--- src/hw/sar_adc_consts.svh ---
// Constants for the successive-approximation converter sequencer
`ifndef SAR_ADC_CONSTS_SVH
`define SAR_ADC_CONSTS_SVH

`define ADC_BITS 10
`define WORD_BITS 16
`define SIGN_BIT 9
`define RESULT_RESET 10'h000
`define WORD_RESET 16'h0000
`define FIRST_TRIAL 10'h200
`define LAST_STEP 4'hA
`define STEP_RESET 4'h0
`define SYS_CLK_PERIOD_NS 100
`define CONV_TIME_FAST_NS 17600
`define CONV_TIME_SLOW_NS 22000
`define CONV_CYCLES_FAST (`CONV_TIME_FAST_NS / `SYS_CLK_PERIOD_NS)
`define CONV_CYCLES_SLOW (`CONV_TIME_SLOW_NS / `SYS_CLK_PERIOD_NS)

`endif

--- src/hw/sar_adc_pkg.sv ---
// Types shared by the converter sequencer modules
package sar_adc_pkg;
	typedef enum logic [2:0] {
		ST_IDLE = 3'h1,
		ST_CONVERT = 3'h2,
		ST_DONE = 3'h4
	} seq_state_t;

	typedef struct packed {
		seq_state_t state;
		logic [3:0] step;
		logic [9:0] mask;
		logic [9:0] trial;
		logic [9:0] result;
		logic flag;
		logic control;
		logic irq;
		logic skip;
		logic [15:0] in_bus;
	} seq_regs_t;

	typedef struct packed {
		logic clk_meta;
		logic clk_sync;
		logic clk_prev;
		logic cmp_meta;
		logic cmp_sync;
	} sync_regs_t;
endpackage

--- src/hw/sar_step_if.sv ---
// Carrier for the synchronised host clock step and comparator verdict
`timescale 1ns/1ps
interface sar_step_if;
	logic step;
	logic verdict;
	modport sync (output step, output verdict);
	modport seq (input step, input verdict);
endinterface

--- src/hw/sar_adc_sequencer.sv ---
// Successive-approximation converter sequencer top level
`timescale 1ns/1ps
`include "sar_adc_consts.svh"
module sar_adc_sequencer (
	// Clock and reset
	input wire logic SYS_CLK,
	input wire logic RESET,
	// Host instruction strobes, one cycle each
	input wire logic FLAG_CLEAR_INSTRUCTION,
	input wire logic CONTROL_SET_INSTRUCTION,
	input wire logic SKIP_IF_FLAG_SET,
	input wire logic SKIP_IF_FLAG_CLEAR,
	input wire logic INPUT_INSTRUCTION,
	// Host internal clock pulse, asynchronous
	input wire logic HOST_CLK_PULSE,
	// Analog comparator, high when input is at or above the ladder
	input wire logic COMPARATOR_HIGH,
	// Ladder switch code, offset binary
	output logic [9:0] LADDER_CODE,
	// Status and data back to the host
	output logic FLAG_CHECK,
	output logic INTERRUPT_REQUEST,
	output logic SKIP_NEXT,
	output logic [15:0] INPUT_BUS
);
	import sar_adc_pkg::*;

	sar_step_if link ();

	sar_step_sync u_sync (
		.clk(SYS_CLK),
		.reset(RESET),
		.host_clk_pulse(HOST_CLK_PULSE),
		.cmp_high(COMPARATOR_HIGH),
		.link(link)
	);

	seq_regs_t r_ff;
	seq_regs_t nxt_r;
	logic completing;
	logic start_ok;
	logic [9:0] kept;
	logic [9:0] twos;
	logic [15:0] word;

	// Offset binary from the ladder becomes two's complement by flipping
	// the top bit; the word then copies the sign upward.
	assign twos = {~r_ff.result[`SIGN_BIT], r_ff.result[8:0]};
	assign word = {{6{twos[`SIGN_BIT]}}, twos};

	assign completing = (r_ff.state == ST_CONVERT) && link.step &&
		(r_ff.step == `LAST_STEP);
	// The completing pulse wins over a start in the same cycle, so the
	// flag set is never lost; the host must reissue the start.
	assign start_ok = FLAG_CLEAR_INSTRUCTION && !completing;
	assign kept = link.verdict ? r_ff.trial : (r_ff.trial & ~r_ff.mask);

	always_comb begin
		nxt_r = r_ff;
		nxt_r.skip = (SKIP_IF_FLAG_SET && r_ff.flag) ||
			(SKIP_IF_FLAG_CLEAR && !r_ff.flag);
		nxt_r.in_bus = INPUT_INSTRUCTION ? word : `WORD_RESET;
		if (CONTROL_SET_INSTRUCTION) begin
			nxt_r.control = 1'b1;
		end
		unique case (r_ff.state)
			ST_IDLE, ST_DONE: begin
				// Result and flag stand until the next start
				nxt_r.state = r_ff.state;
			end
			ST_CONVERT: begin
				if (link.step) begin
					nxt_r.step = r_ff.step + 4'h1;
					if (r_ff.step == `STEP_RESET) begin
						nxt_r.mask = `FIRST_TRIAL;
						nxt_r.trial = `FIRST_TRIAL;
					end else begin
						nxt_r.mask = r_ff.mask >> 1;
						nxt_r.trial = kept | (r_ff.mask >> 1);
					end
				end
				if (completing) begin
					nxt_r.result = kept;
					nxt_r.flag = 1'b1;
					nxt_r.irq = r_ff.control;
					nxt_r.state = ST_DONE;
				end
			end
		endcase
		if (start_ok) begin
			nxt_r.state = ST_CONVERT;
			nxt_r.step = `STEP_RESET;
			nxt_r.mask = `RESULT_RESET;
			nxt_r.trial = `RESULT_RESET;
			nxt_r.result = `RESULT_RESET;
			nxt_r.flag = 1'b0;
			nxt_r.irq = 1'b0;
		end
		if (RESET) begin
			nxt_r = '0;
			nxt_r.state = ST_IDLE;
		end
	end

	always_ff @(posedge SYS_CLK) begin
		r_ff <= nxt_r;
	end

	assign LADDER_CODE = r_ff.trial;
	assign FLAG_CHECK = r_ff.flag;
	assign INTERRUPT_REQUEST = r_ff.irq;
	assign SKIP_NEXT = r_ff.skip;
	assign INPUT_BUS = r_ff.in_bus;

	// Check-only counters: host steps taken and cycles spent converting
	logic [3:0] pulses_ff;
	logic [3:0] nxt_pulses;
	logic [8:0] cycles_ff;
	logic [8:0] nxt_cycles;
	always_comb begin
		nxt_pulses = pulses_ff;
		nxt_cycles = cycles_ff;
		if (link.step && r_ff.state == ST_CONVERT) begin
			nxt_pulses = pulses_ff + 4'h1;
		end
		// Saturate so a stalled host cannot wrap the count
		if (r_ff.state == ST_CONVERT && cycles_ff != 9'h1FF) begin
			nxt_cycles = cycles_ff + 9'h001;
		end
		if (RESET || start_ok) begin
			nxt_pulses = 4'h0;
			nxt_cycles = 9'h000;
		end
	end
	always_ff @(posedge SYS_CLK) begin
		pulses_ff <= nxt_pulses;
		cycles_ff <= nxt_cycles;
	end
endmodule // sar_adc_sequencer

--- src/hw/sar_step_sync.sv ---
// Synchroniser for the host clock pulse and the comparator output
`timescale 1ns/1ps
module sar_step_sync (
	// Clock and reset
	input wire logic clk,
	input wire logic reset,
	// Raw inputs from outside the clock domain
	input wire logic host_clk_pulse,
	input wire logic cmp_high,
	// Synchronised step and verdict
	sar_step_if.sync link
);
	import sar_adc_pkg::*;

	sync_regs_t r_ff;
	sync_regs_t nxt_r;

	always_comb begin
		nxt_r = r_ff;
		nxt_r.clk_meta = host_clk_pulse;
		nxt_r.clk_sync = r_ff.clk_meta;
		nxt_r.clk_prev = r_ff.clk_sync;
		nxt_r.cmp_meta = cmp_high;
		nxt_r.cmp_sync = r_ff.cmp_meta;
		if (reset) begin
			nxt_r = '0;
		end
	end

	always_ff @(posedge clk) begin
		r_ff <= nxt_r;
	end

	// One step per rising edge of the host clock pulse
	assign link.step = r_ff.clk_sync & ~r_ff.clk_prev;
	assign link.verdict = r_ff.cmp_sync;
endmodule // sar_step_sync

--- config.mk ---
export PLATFORM = sky130hd
export DESIGN_NAME = sar_adc_sequencer
export DESIGN_NICKNAME = d
export VERILOG_FILES = /design/src/hw/sar_adc_pkg.sv /design/src/hw/sar_step_if.sv /design/src/hw/sar_adc_sequencer.sv /design/src/hw/sar_step_sync.sv
export VERILOG_INCLUDE_DIRS = /design/src /design/src/hw
export SDC_FILE = /design/constraint.sdc
export NUM_CORES = 1
export LEC_CHECK = 0
export BUFFER_PORTS_ARGS = -buffer_cell sky130_fd_sc_hd__buf_2
export CORE_UTILIZATION = 30
export CTS_CLUSTER_SIZE = 40
export DETAILED_ROUTE_END_ITERATION = 12
export GPL_TIMING_DRIVEN = 0
export HOLD_SLACK_MARGIN = 0.15
export PLACE_DENSITY_LB_ADDON = 0.15
export SYNTH_ARGS = -nofsm -noshare
export SYNTH_HDL_FRONTEND = slang
export SYNTH_SLANG_ARGS = --single-unit
--- constraint.sdc ---
create_clock -name SYS_CLK -period 2.12 [get_ports SYS_CLK]
set_input_delay 0.106 -clock SYS_CLK [delete_from_list [all_inputs] [get_ports SYS_CLK]]
set_output_delay 0.106 -clock SYS_CLK [all_outputs]
set_load 0.05 [all_outputs]
# Yosys cells after proc, flatten, opt, wreduce, memory -nomap -nowiden

Index checks and enable logic that the tools add are counted.

Divide/modulo/power cells: 0
Equal/unequal tests: 7
Shifts and indexed selects: 0
$add $sub $neg: 1
Reductions and logical operators: 16
Multipliers: 0
Bitwise logic cells: 8
Multiplexer cells: 8
Order comparisons: 0

Operators with widths:

| kind                  | count |
|---|---|
| $mux W37              | 1 |
| $mux W35              | 1 |
| $mux W24              | 1 |
| $mux W20              | 1 |
| $mux W11              | 1 |
| $and A10 B10 Y10      | 1 |
| $mux W10              | 1 |
| $not A10 Y10          | 1 |
| $or A10 B9 Y10        | 1 |
| $reduce_and A2 Y1     | 4 |
| $mux W3               | 2 |
| $reduce_or A2 Y1      | 3 |
| $logic_and A1 B1 Y1   | 5 |
| $add A4 B1 Y4 const B | 1 |
| $eq A4 B4 Y1 const B  | 1 |
| $logic_not A4 Y1      | 1 |
| $ne A2 B2 Y1 const B  | 2 |
| $not A1 Y1            | 4 |
| $eq A3 B1 Y1 const B  | 1 |
| $eq A3 B2 Y1 const B  | 1 |
| $eq A3 B3 Y1 const B  | 1 |
| $ne A3 B3 Y1 const B  | 1 |
| $logic_not A1 Y1      | 2 |
| $and A1 B1 Y1         | 1 |
| $logic_or A1 B1 Y1    | 1 |

Memories kept: 0
ROM bits: 0
Flip-flop bits (word level): 56
Output and inout port bits: 29
Logic and storage cells: 56
Bits in latches: 0
Memory bits (writable): 0

# Logic depth before layout (Yosys ltp)

Gate-level depths: netlist of the first run.

Depth after elaboration: 8
Depth in mapped cells: 8

# Hierarchy

Synthesis of the first run repeated with hierarchy kept, for this count alone.

Cells, all modules: 258
Area, all modules: 2467.4 um2

Modules (own cells, without submodules):

| module            | instances | area an instance (um2) | cells each | seq. area each (um2) |
|---|---|---|---|---|
| sar_adc_sequencer | 1         | 2329.7                 | 247        | 1021.0 |
| sar_step_sync     | 1         | 137.6                  | 11         | 100.1 |

# Least setup slack after synthesis of the first run

No wires, ideal clock.

Kind: reg2reg
From: register r_ff[50] (netlist bit)
To: register r_ff[28] (netlist bit)
Period minus slack after synthesis: 1497 ps
Cell stages (with the launch flop): 8
Data arrival time: 1428 ps
Setup slack: 623 ps
Cells stage by stage: dfxtp_1 inv_1 ha_1 nor2b_1 nand4_4 buf_4 a211o_1 a21oi_1

Longest elaborated chain between the ends: 5
Elaborated cells on any way between the ends: 6
Classes of those cells: 1 x eq/ne; 5 x reduce/logical

Ends and longest elaborated chain:

| what                       | RTL line                 | text |
|---|---|---|
| from (decl)                | sar_adc_sequencer.sv:38  | `seq_regs_t r_ff;` |
| from (signal assigned)     | sar_adc_sequencer.sv:106 | `r_ff <= nxt_r;` |
| $eq A4 B4 Y1 (no line) *   | --                       |  |
| $logic_and A1 B1 Y1 *      | sar_adc_sequencer.sv:51  | `assign completing = (r_ff.state == ST_CONVERT) && link.step &&` |
| $logic_not A1 Y1           | sar_adc_sequencer.sv:55  | `assign start_ok = FLAG_CLEAR_INSTRUCTION && !completing;` |
| $logic_and A1 B1 Y1        | sar_adc_sequencer.sv:55  |  |
| $reduce_or A2 Y1 (no line) | --                       |  |

Mark *: on every way between the ends. The rest lies on a longest branch, timed or not.
A chain may end at the register's enable or synchronous reset.

# Final worst setup path of the first run

From: register r_ff[50] (netlist bit)
To: register r_ff (netlist bit LADDER_CODE[3])

Longest elaborated chain between the ends: 5
Elaborated cells on any way between the ends: 7
Classes of those cells: 1 x eq/ne; 1 x mux; 5 x reduce/logical

Ends and longest elaborated chain:

| what                       | RTL line |
|---|---|
| $eq A4 B4 Y1 (no line)     | -- |
| $logic_and A1 B1 Y1        | sar_adc_sequencer.sv:51 |
| $logic_not A1 Y1           | sar_adc_sequencer.sv:55 |
| $logic_and A1 B1 Y1        | sar_adc_sequencer.sv:55 |
| $reduce_or A2 Y1 (no line) | -- |

Several ways; a longest one is shown, not always the timed one.

==> results of run 1 <==
## placed cells by master (no fill, tap or decap), types with 4 or more instances in the layout
master,synthesis,layout
a211o_1,9,9
a21oi_1,34,34
a21oi_2,5,5
and2_1,10,10
buf_2,1,38
buf_4,27,27
buf_6,4,4
clkbuf_1,5,6
clkbuf_8,0,5
dfxtp_1,56,56
dlygate4sd3_1,0,6
inv_1,13,13
mux2i_1,4,4
nand2_1,29,29
nor2_1,11,11
nor2b_1,9,9
o21ai_0,11,11
## cells in the mapped netlist, types with 4 or more instances
cell type  instances  share of area (%)
a21oi_1           34                7.4
dfxtp_1           56                 49
nand2_1           29                4.7
buf_6              4                2.0
clkbuf_1           5               0.82
o21ai_0           11                2.4
inv_1             13                2.1
a211o_1            9                3.4
a21oi_2            5                1.9
nor2b_1            9                2.5
mux2i_1            4                1.7
buf_4             27                8.8
and2_1            10                2.7
nor2_1            11                1.8
## per-stage QoR
| stage | hold WS (ns) | utilization, % |
|---|---|---|
| 4_1_cts | 0.207 | 37.4 |
| 6_report | 0.220 | 37.4 |
| 5_1_grt | 0.211 | 37.4 |
| 3_5_place_dp | 0.316 | 35.5 |
| 3_3_place_gp | 0.314 | 35.5 |
| 2_1_floorplan | 0.207 | - |
## worst max-delay path, delay by kind of cell, from the launching register on
family / cells / cell delay [ns]
buffers and inverters: 2 / 0.57
AOI/OAI and AO/OA: 3 / 0.32
and+or+nand+nor: 1 / 0.31
adders and majority gates: 1 / 0.16
DFF: 1 / 0.35
## final timing paths
kind / start / to / depth (start not counted)
worst max-delay path: r_ff[50] / LADDER_CODE[3] / 7
worst min-delay path: RESET / r_ff[45] / 4
worst max register to register: r_ff[50] / LADDER_CODE[3] / 7
worst min register to register: r_ff[29] / INPUT_BUS[9] / 1
## final cells by class
type	instances	area [sq um]
Buffer	37	272
Inverter	14	52.6
Timing Repair Buffer	43	245
Sequential cell	56	1120
Tap cell	99	124
Fill cell	775	4590
Clock inverter	1	5.00
Multi-Input combinational cell	143	848
Clock buffer	6	72.6
## where the power goes
part           switching [mW]  internal [mW]  total, mW
combinational          0.0736         0.0459      0.119
clock                   0.325          0.226      0.551
sequential            0.00823           1.06       1.07
total                   0.407           1.33       1.74
## cells by family (layout without fill, tap and decap cells)
group,count (synthesis),after routing
adder cells (fa/ha/maj),3,3
buffers and inverters,51,101
XOR/XNOR,3,3
multiplexers,4,4
flip-flops,56,56
AO/OA/AOI/OAI,62,62
AND/OR/NAND/NOR,71,71
## layer usage
| metal | wire (um) | part of all wire [%] | track usage (%) |
|---|---|---|---|
| met5 | 0 | 0 | 0 |
| met4 | 55 | 1.2 | 5.19 |
| met3 | 181 | 3.9 | 2.86 |
| met2 | 2150 | 47 | 21.0 |
| met1 | 2230 | 48 | 15.6 |
## sequential cells by signal, indices dropped and copies added (netlist names)
name	cells
LADDER_CODE	10
FLAG_CHECK	1
INTERRUPT_REQUEST	1
u_sync.link.verdict	1
u_sync.r_ff	4
r_ff	28
SKIP_NEXT	1
INPUT_BUS	10
## repair_timing
item / in CTS / in global routing
hold endpoints to repair: 6 / 0
hold buffers: 6 / 0
gates resized for setup: 0 / 0
==> reports/qor.csv, run 1 <==
metric,value,unit
CP most frequent cell,a21oi_1,
post-DP HPWL,3.19,mm
Worst path max stage delay,0.46,ns
WL per Instance,11.6,um
Area Growth Syn to Fin,19.5,%
FMAX,0.544,GHz
Yosys Warn Count,0,
Initial Util,31.3,%
Syn Nets,262,
CTS buffer count,5,
post-route minimum period,1.84,ns
Worst setup SP type,flip-flop,
RSZ-0062 raised after global routing,no,
hold crit path type,input port to flip-flop,
Post-Synth Adder-Cell Area,1.64,%
post-synthesis xor/xnor area fraction,1.15,%
DRC errors left,0,
critical-path cell list,inv_1 -> ha_1 -> nor3b_1 -> clkbuf_1 -> a21oi_1 -> o21ai_0 -> a21oi_1,
"EDFF count, synth",0,
Routed WL,4.62,mm
IO Port Bufs,37,
post-route cell area,2740,sq um
vias per cell,4.28,
GPL Wtd Cong,0.718,
CORE AREA,7330,sq um
peak supply drop,0.000387,V
final non-filler cell total,399,
# placed instances,386,
Final Cycle Share,86.7,%
pre-CTS WS,0.327,ns
flop-to-flop setup slack,0.28,ns
Clock Sinks,56,
final total power,1.74,mW
Final ANT Viol Nets,0,
Final Skew,0.00602,ns
"Clk pin slew, worst setup/hold paths",0.09,ns
Compound-Gate Fraction of Synth Area,16.1,%
setup TNS,0,ns
Max-slew headroom,52.7,%
Simple-Gate Fraction of Synth Area,16.3,%
drt first pass iters,4,
largest net degree at the start of global routing,16,
Final WS setup,0.283,ns
Max Slew Vio Count,0,
crit path DAT,2.03,ns
# IOs,38,
1st-iter DRT viols,67,
# diodes,0,
first-pass GRT wire length,7.45,mm
Post-synth ARST share,0,%
syn avg cell area,9.17,sq um
nets,312,
Post-DP Area,2600,sq um
Via Count,1708,
Worst-Skew Late Latency,0.30,ns
CP Max Fanout,10,
crit path kind,flip-flop to flip-flop,
CTS tree,done,
vias in the first global route,1556,
Clock Root Buffer,clkbuf_8,
"Primary FF master, synth",dfxtp_1,
initial antenna violation count,0,
status,completed,
Slowest cell on crit path,clkbuf_1,
post-CTS setup buffer count,0,
CP endpoint kind,flip-flop,
Longest Clk Path Bufs,2,
Site Rows,31,
"Seq/Total Area, Yosys",48.9,%
portion of netlist area occupied by mux cells,1.75,%
Die X,89.4,um
ratio of cells with drive above 1 in the final layout,27.7,%
largest family of logic cells by synthesized area,simple AND/OR/NAND/NOR gates,
# setup viols final,0,
worst slew pin tran,0.707,ns
final hold vios,0,
Synth Register Bits,56,
Lkg Pwr,1.13,nW
power per standard cell area,636,nW/um^2
Die H,89.4,um
die area,8000,sq um
H-tree levels,2,
Post-Syn Instances,250,
CP required,2.32,ns
Yosys cell types,30,
Max Cap Viol,0,
GR Overflow Total,0,
GR Util All Layers,12.6,%
Netlist Area Pre-Place,2290,sq um
Power figures use the tool's default switching activity.
==> run 2: changes to the inputs <==
--- a/config.mk
+++ b/config.mk
@@ -8,6 +8,7 @@
 export LEC_CHECK = 0
 export BUFFER_PORTS_ARGS = -buffer_cell sky130_fd_sc_hd__buf_2
 export CORE_UTILIZATION = 30
+export CTS_BUF_LIST = sky130_fd_sc_hd__clkbuf_4 sky130_fd_sc_hd__clkbuf_8 sky130_fd_sc_hd__clkbuf_16
 export CTS_CLUSTER_SIZE = 40
 export DETAILED_ROUTE_END_ITERATION = 12
 export GPL_TIMING_DRIVEN = 0
==> run 2 against run 1 <==
Compared with the run above:
- register-to-register slack barely moved
- clock skew barely moved
- sequential cell count did not move
- power rose by 0.73%
- wire length barely moved
- clock power rose by 2%
- critical path depth did not move
- sequential share of layout area fell by 0.056 points
- hold slack barely moved
- critical endpoint unchanged
==> reports/qor.csv, run 2 (synthesis results as in run 1) <==
metric,value,unit,change
flop-to-flop setup slack,0.28,ns,about the same
Final Skew,0.00598,ns,was 0.00602 ns
# diodes,0,,unchanged
post-route minimum period,1.84,ns,about the same
Area Growth Syn to Fin,19.6,%,was 19.5%
FF-to-FF End,LADDER_CODE[3],,unchanged
first-pass GRT wire length,7.45,mm,unchanged
final hold vios,0,,unchanged
peak supply drop,0.000394,V,was 0.000387 V
Initial Util,31.3,%,unchanged
CP required,2.32,ns,about the same
Routed WL,4.62,mm,about the same
power per standard cell area,639,nW/um^2,was 636 nW/um^2
die area,8000,sq um,unchanged
ratio of cells with drive above 1 in the final layout,28.0,%,was 27.7%
Site Rows,31,,unchanged
CP bufs+invs,2,,unchanged
WL per Instance,11.6,um,about the same
Final ANT Viol Nets,0,,unchanged
Post-DP Area,2600,sq um,unchanged
largest net degree at the start of global routing,16,,unchanged
Crit Reg-Reg Startpoint,r_ff[50],,unchanged
post-CTS resize count,0,,unchanged
CP most frequent cell,a21oi_1,,unchanged
CP endpoint kind,flip-flop,,unchanged
Clock Sinks,56,,unchanged
crit path DAT,2.03,ns,about the same
nets,312,,unchanged
crit path kind,flip-flop to flip-flop,,unchanged
largest register by flop count,r_ff,,unchanged
Clock Root Buffer,clkbuf_8,,unchanged
GR Overflow Total,0,,unchanged
"commonest non-fill, non-tap cell in the layout",dfxtp_1,,unchanged
DRC errors left,0,,unchanged
final core occ,37.4,%,about the same
max FFs per register,28,,unchanged
Worst setup SP type,flip-flop,,unchanged
initial antenna violation count,0,,unchanged
Final Cycle Share,86.7,%,about the same
FMAX,0.544,GHz,about the same
FILL cells,776,,was 775
Longest Clk Path Bufs,2,,unchanged
Lkg Pwr,1.13,nW,about the same
drt first pass iters,4,,unchanged
CTS buffer count,5,,unchanged
GPL Wtd Cong,0.718,,unchanged
Worst path max stage delay,0.46,ns,about the same
critical-path cell list,inv_1 -> ha_1 -> nor3b_1 -> clkbuf_1 -> a21oi_1 -> o21ai_0 -> a21oi_1,,unchanged
post-CTS setup buffer count,0,,unchanged
Worst R2R Path Depth,7,,unchanged
Worst-Skew Late Latency,0.30,ns,about the same
H-tree levels,2,,unchanged
CORE AREA,7330,sq um,unchanged
vias in the first global route,1556,,unchanged
Max-slew headroom,52.7,%,unchanged
HP Start,RESET,,unchanged
IO Port Bufs,37,,unchanged
Die H,89.4,um,unchanged
post-route cell area,2740,sq um,about the same
Hold Path Depth,4,,unchanged
most frequent cells in the layout,"dfxtp_1, buf_2, a21oi_1",,unchanged
"Clk pin slew, worst setup/hold paths",0.09,ns,about the same
Slowest cell on crit path,clkbuf_1,,unchanged
GR Util All Layers,12.6,%,unchanged
Max Slew Vio Count,0,,unchanged
# IOs,38,,unchanged
# setup viols final,0,,unchanged
Via Count,1708,,unchanged
1st-iter DRT viols,67,,unchanged
Max Cap Viol,0,,unchanged
CP Max Fanout,10,,unchanged
post-DP HPWL,3.19,mm,unchanged
setup TNS,0,ns,unchanged
RSZ-0062 raised after global routing,no,,unchanged
Die X,89.4,um,unchanged
final non-filler cell total,399,,unchanged
"Endpoint, Worst Hold",r_ff[45],,unchanged
CTS tree,done,,unchanged
hold crit path type,input port to flip-flop,,unchanged
# placed instances,386,,unchanged
status,completed,,unchanged
vias per cell,4.28,,unchanged
worst slew pin tran,0.707,ns,unchanged
worst hold slack,0.220,ns,about the same
"delay-heaviest family, CP",buffers and inverters,,unchanged
run 2: cell counts in the layout (fill, tap and decap cells not counted):
No cell type changed its count.
run 2: final cells by class:
class,instances,area [sq um],area share [%]
sequential,56,1120,40.9
buffer,37,272,9.90
clock buffer,6,76.3,2.78
multi-input combinational,143,848,30.9
clock inverter,1,5.00,0.182
timing repair buffer,43,245,8.94
inverter,14,52.6,1.92
tap,99,124,4.51
run 2: worst max path at each step:
stage	end	cells past startpoint	startpoint
2_1_floorplan	r_ff[28]	7	r_ff[50]
6_report	LADDER_CODE[3]	7	r_ff[50]
5_1_grt	LADDER_CODE[0]	7	r_ff[50]
4_1_cts	LADDER_CODE[6]	7	r_ff[50]
3_5_place_dp	LADDER_CODE[6]	7	r_ff[50]
3_3_place_gp	LADDER_CODE[2]	7	r_ff[50]
run 2: worst register-to-register path, delay by kind of cell, from the launching register on:
kind | cells | cell delay, ns
fa+ha+maj | 1 | 0.16
compound gates | 3 | 0.33
buf+inv | 2 | 0.57
flops | 1 | 0.35
simple gates | 1 | 0.31
run 2: per-stage QoR:
stage / worst slack, ns / power (mW)
after global placement: 0.346 / 1.21
final: 0.283 / 1.75
after floorplan: 0.623 / 1.18
after detailed placement: 0.327 / 1.21
after global routing: 0.00801 / 1.83
after CTS: 0.297 / 1.78
run 2: routing by layer:
layer,GRT usage [%],share of wire [%]
met1,15.6,48
met5,0,0
met4,5.19,1.2
met3,2.86,3.9
met2,21.0,47
run 2: timing repair:
item | 4_1_cts | 5_1_grt
endpoints found under the hold margin | 6 | 0
hold buffers | 6 | 0
setup endpoints to repair | 0 | 0
run 2: report_power, final:
group	internal, mW	switching, mW	total, mW
clock	0.239	0.325	0.564
sequential	1.06	0.00823	1.07
combinational	0.0459	0.0736	0.119
total	1.35	0.407	1.75
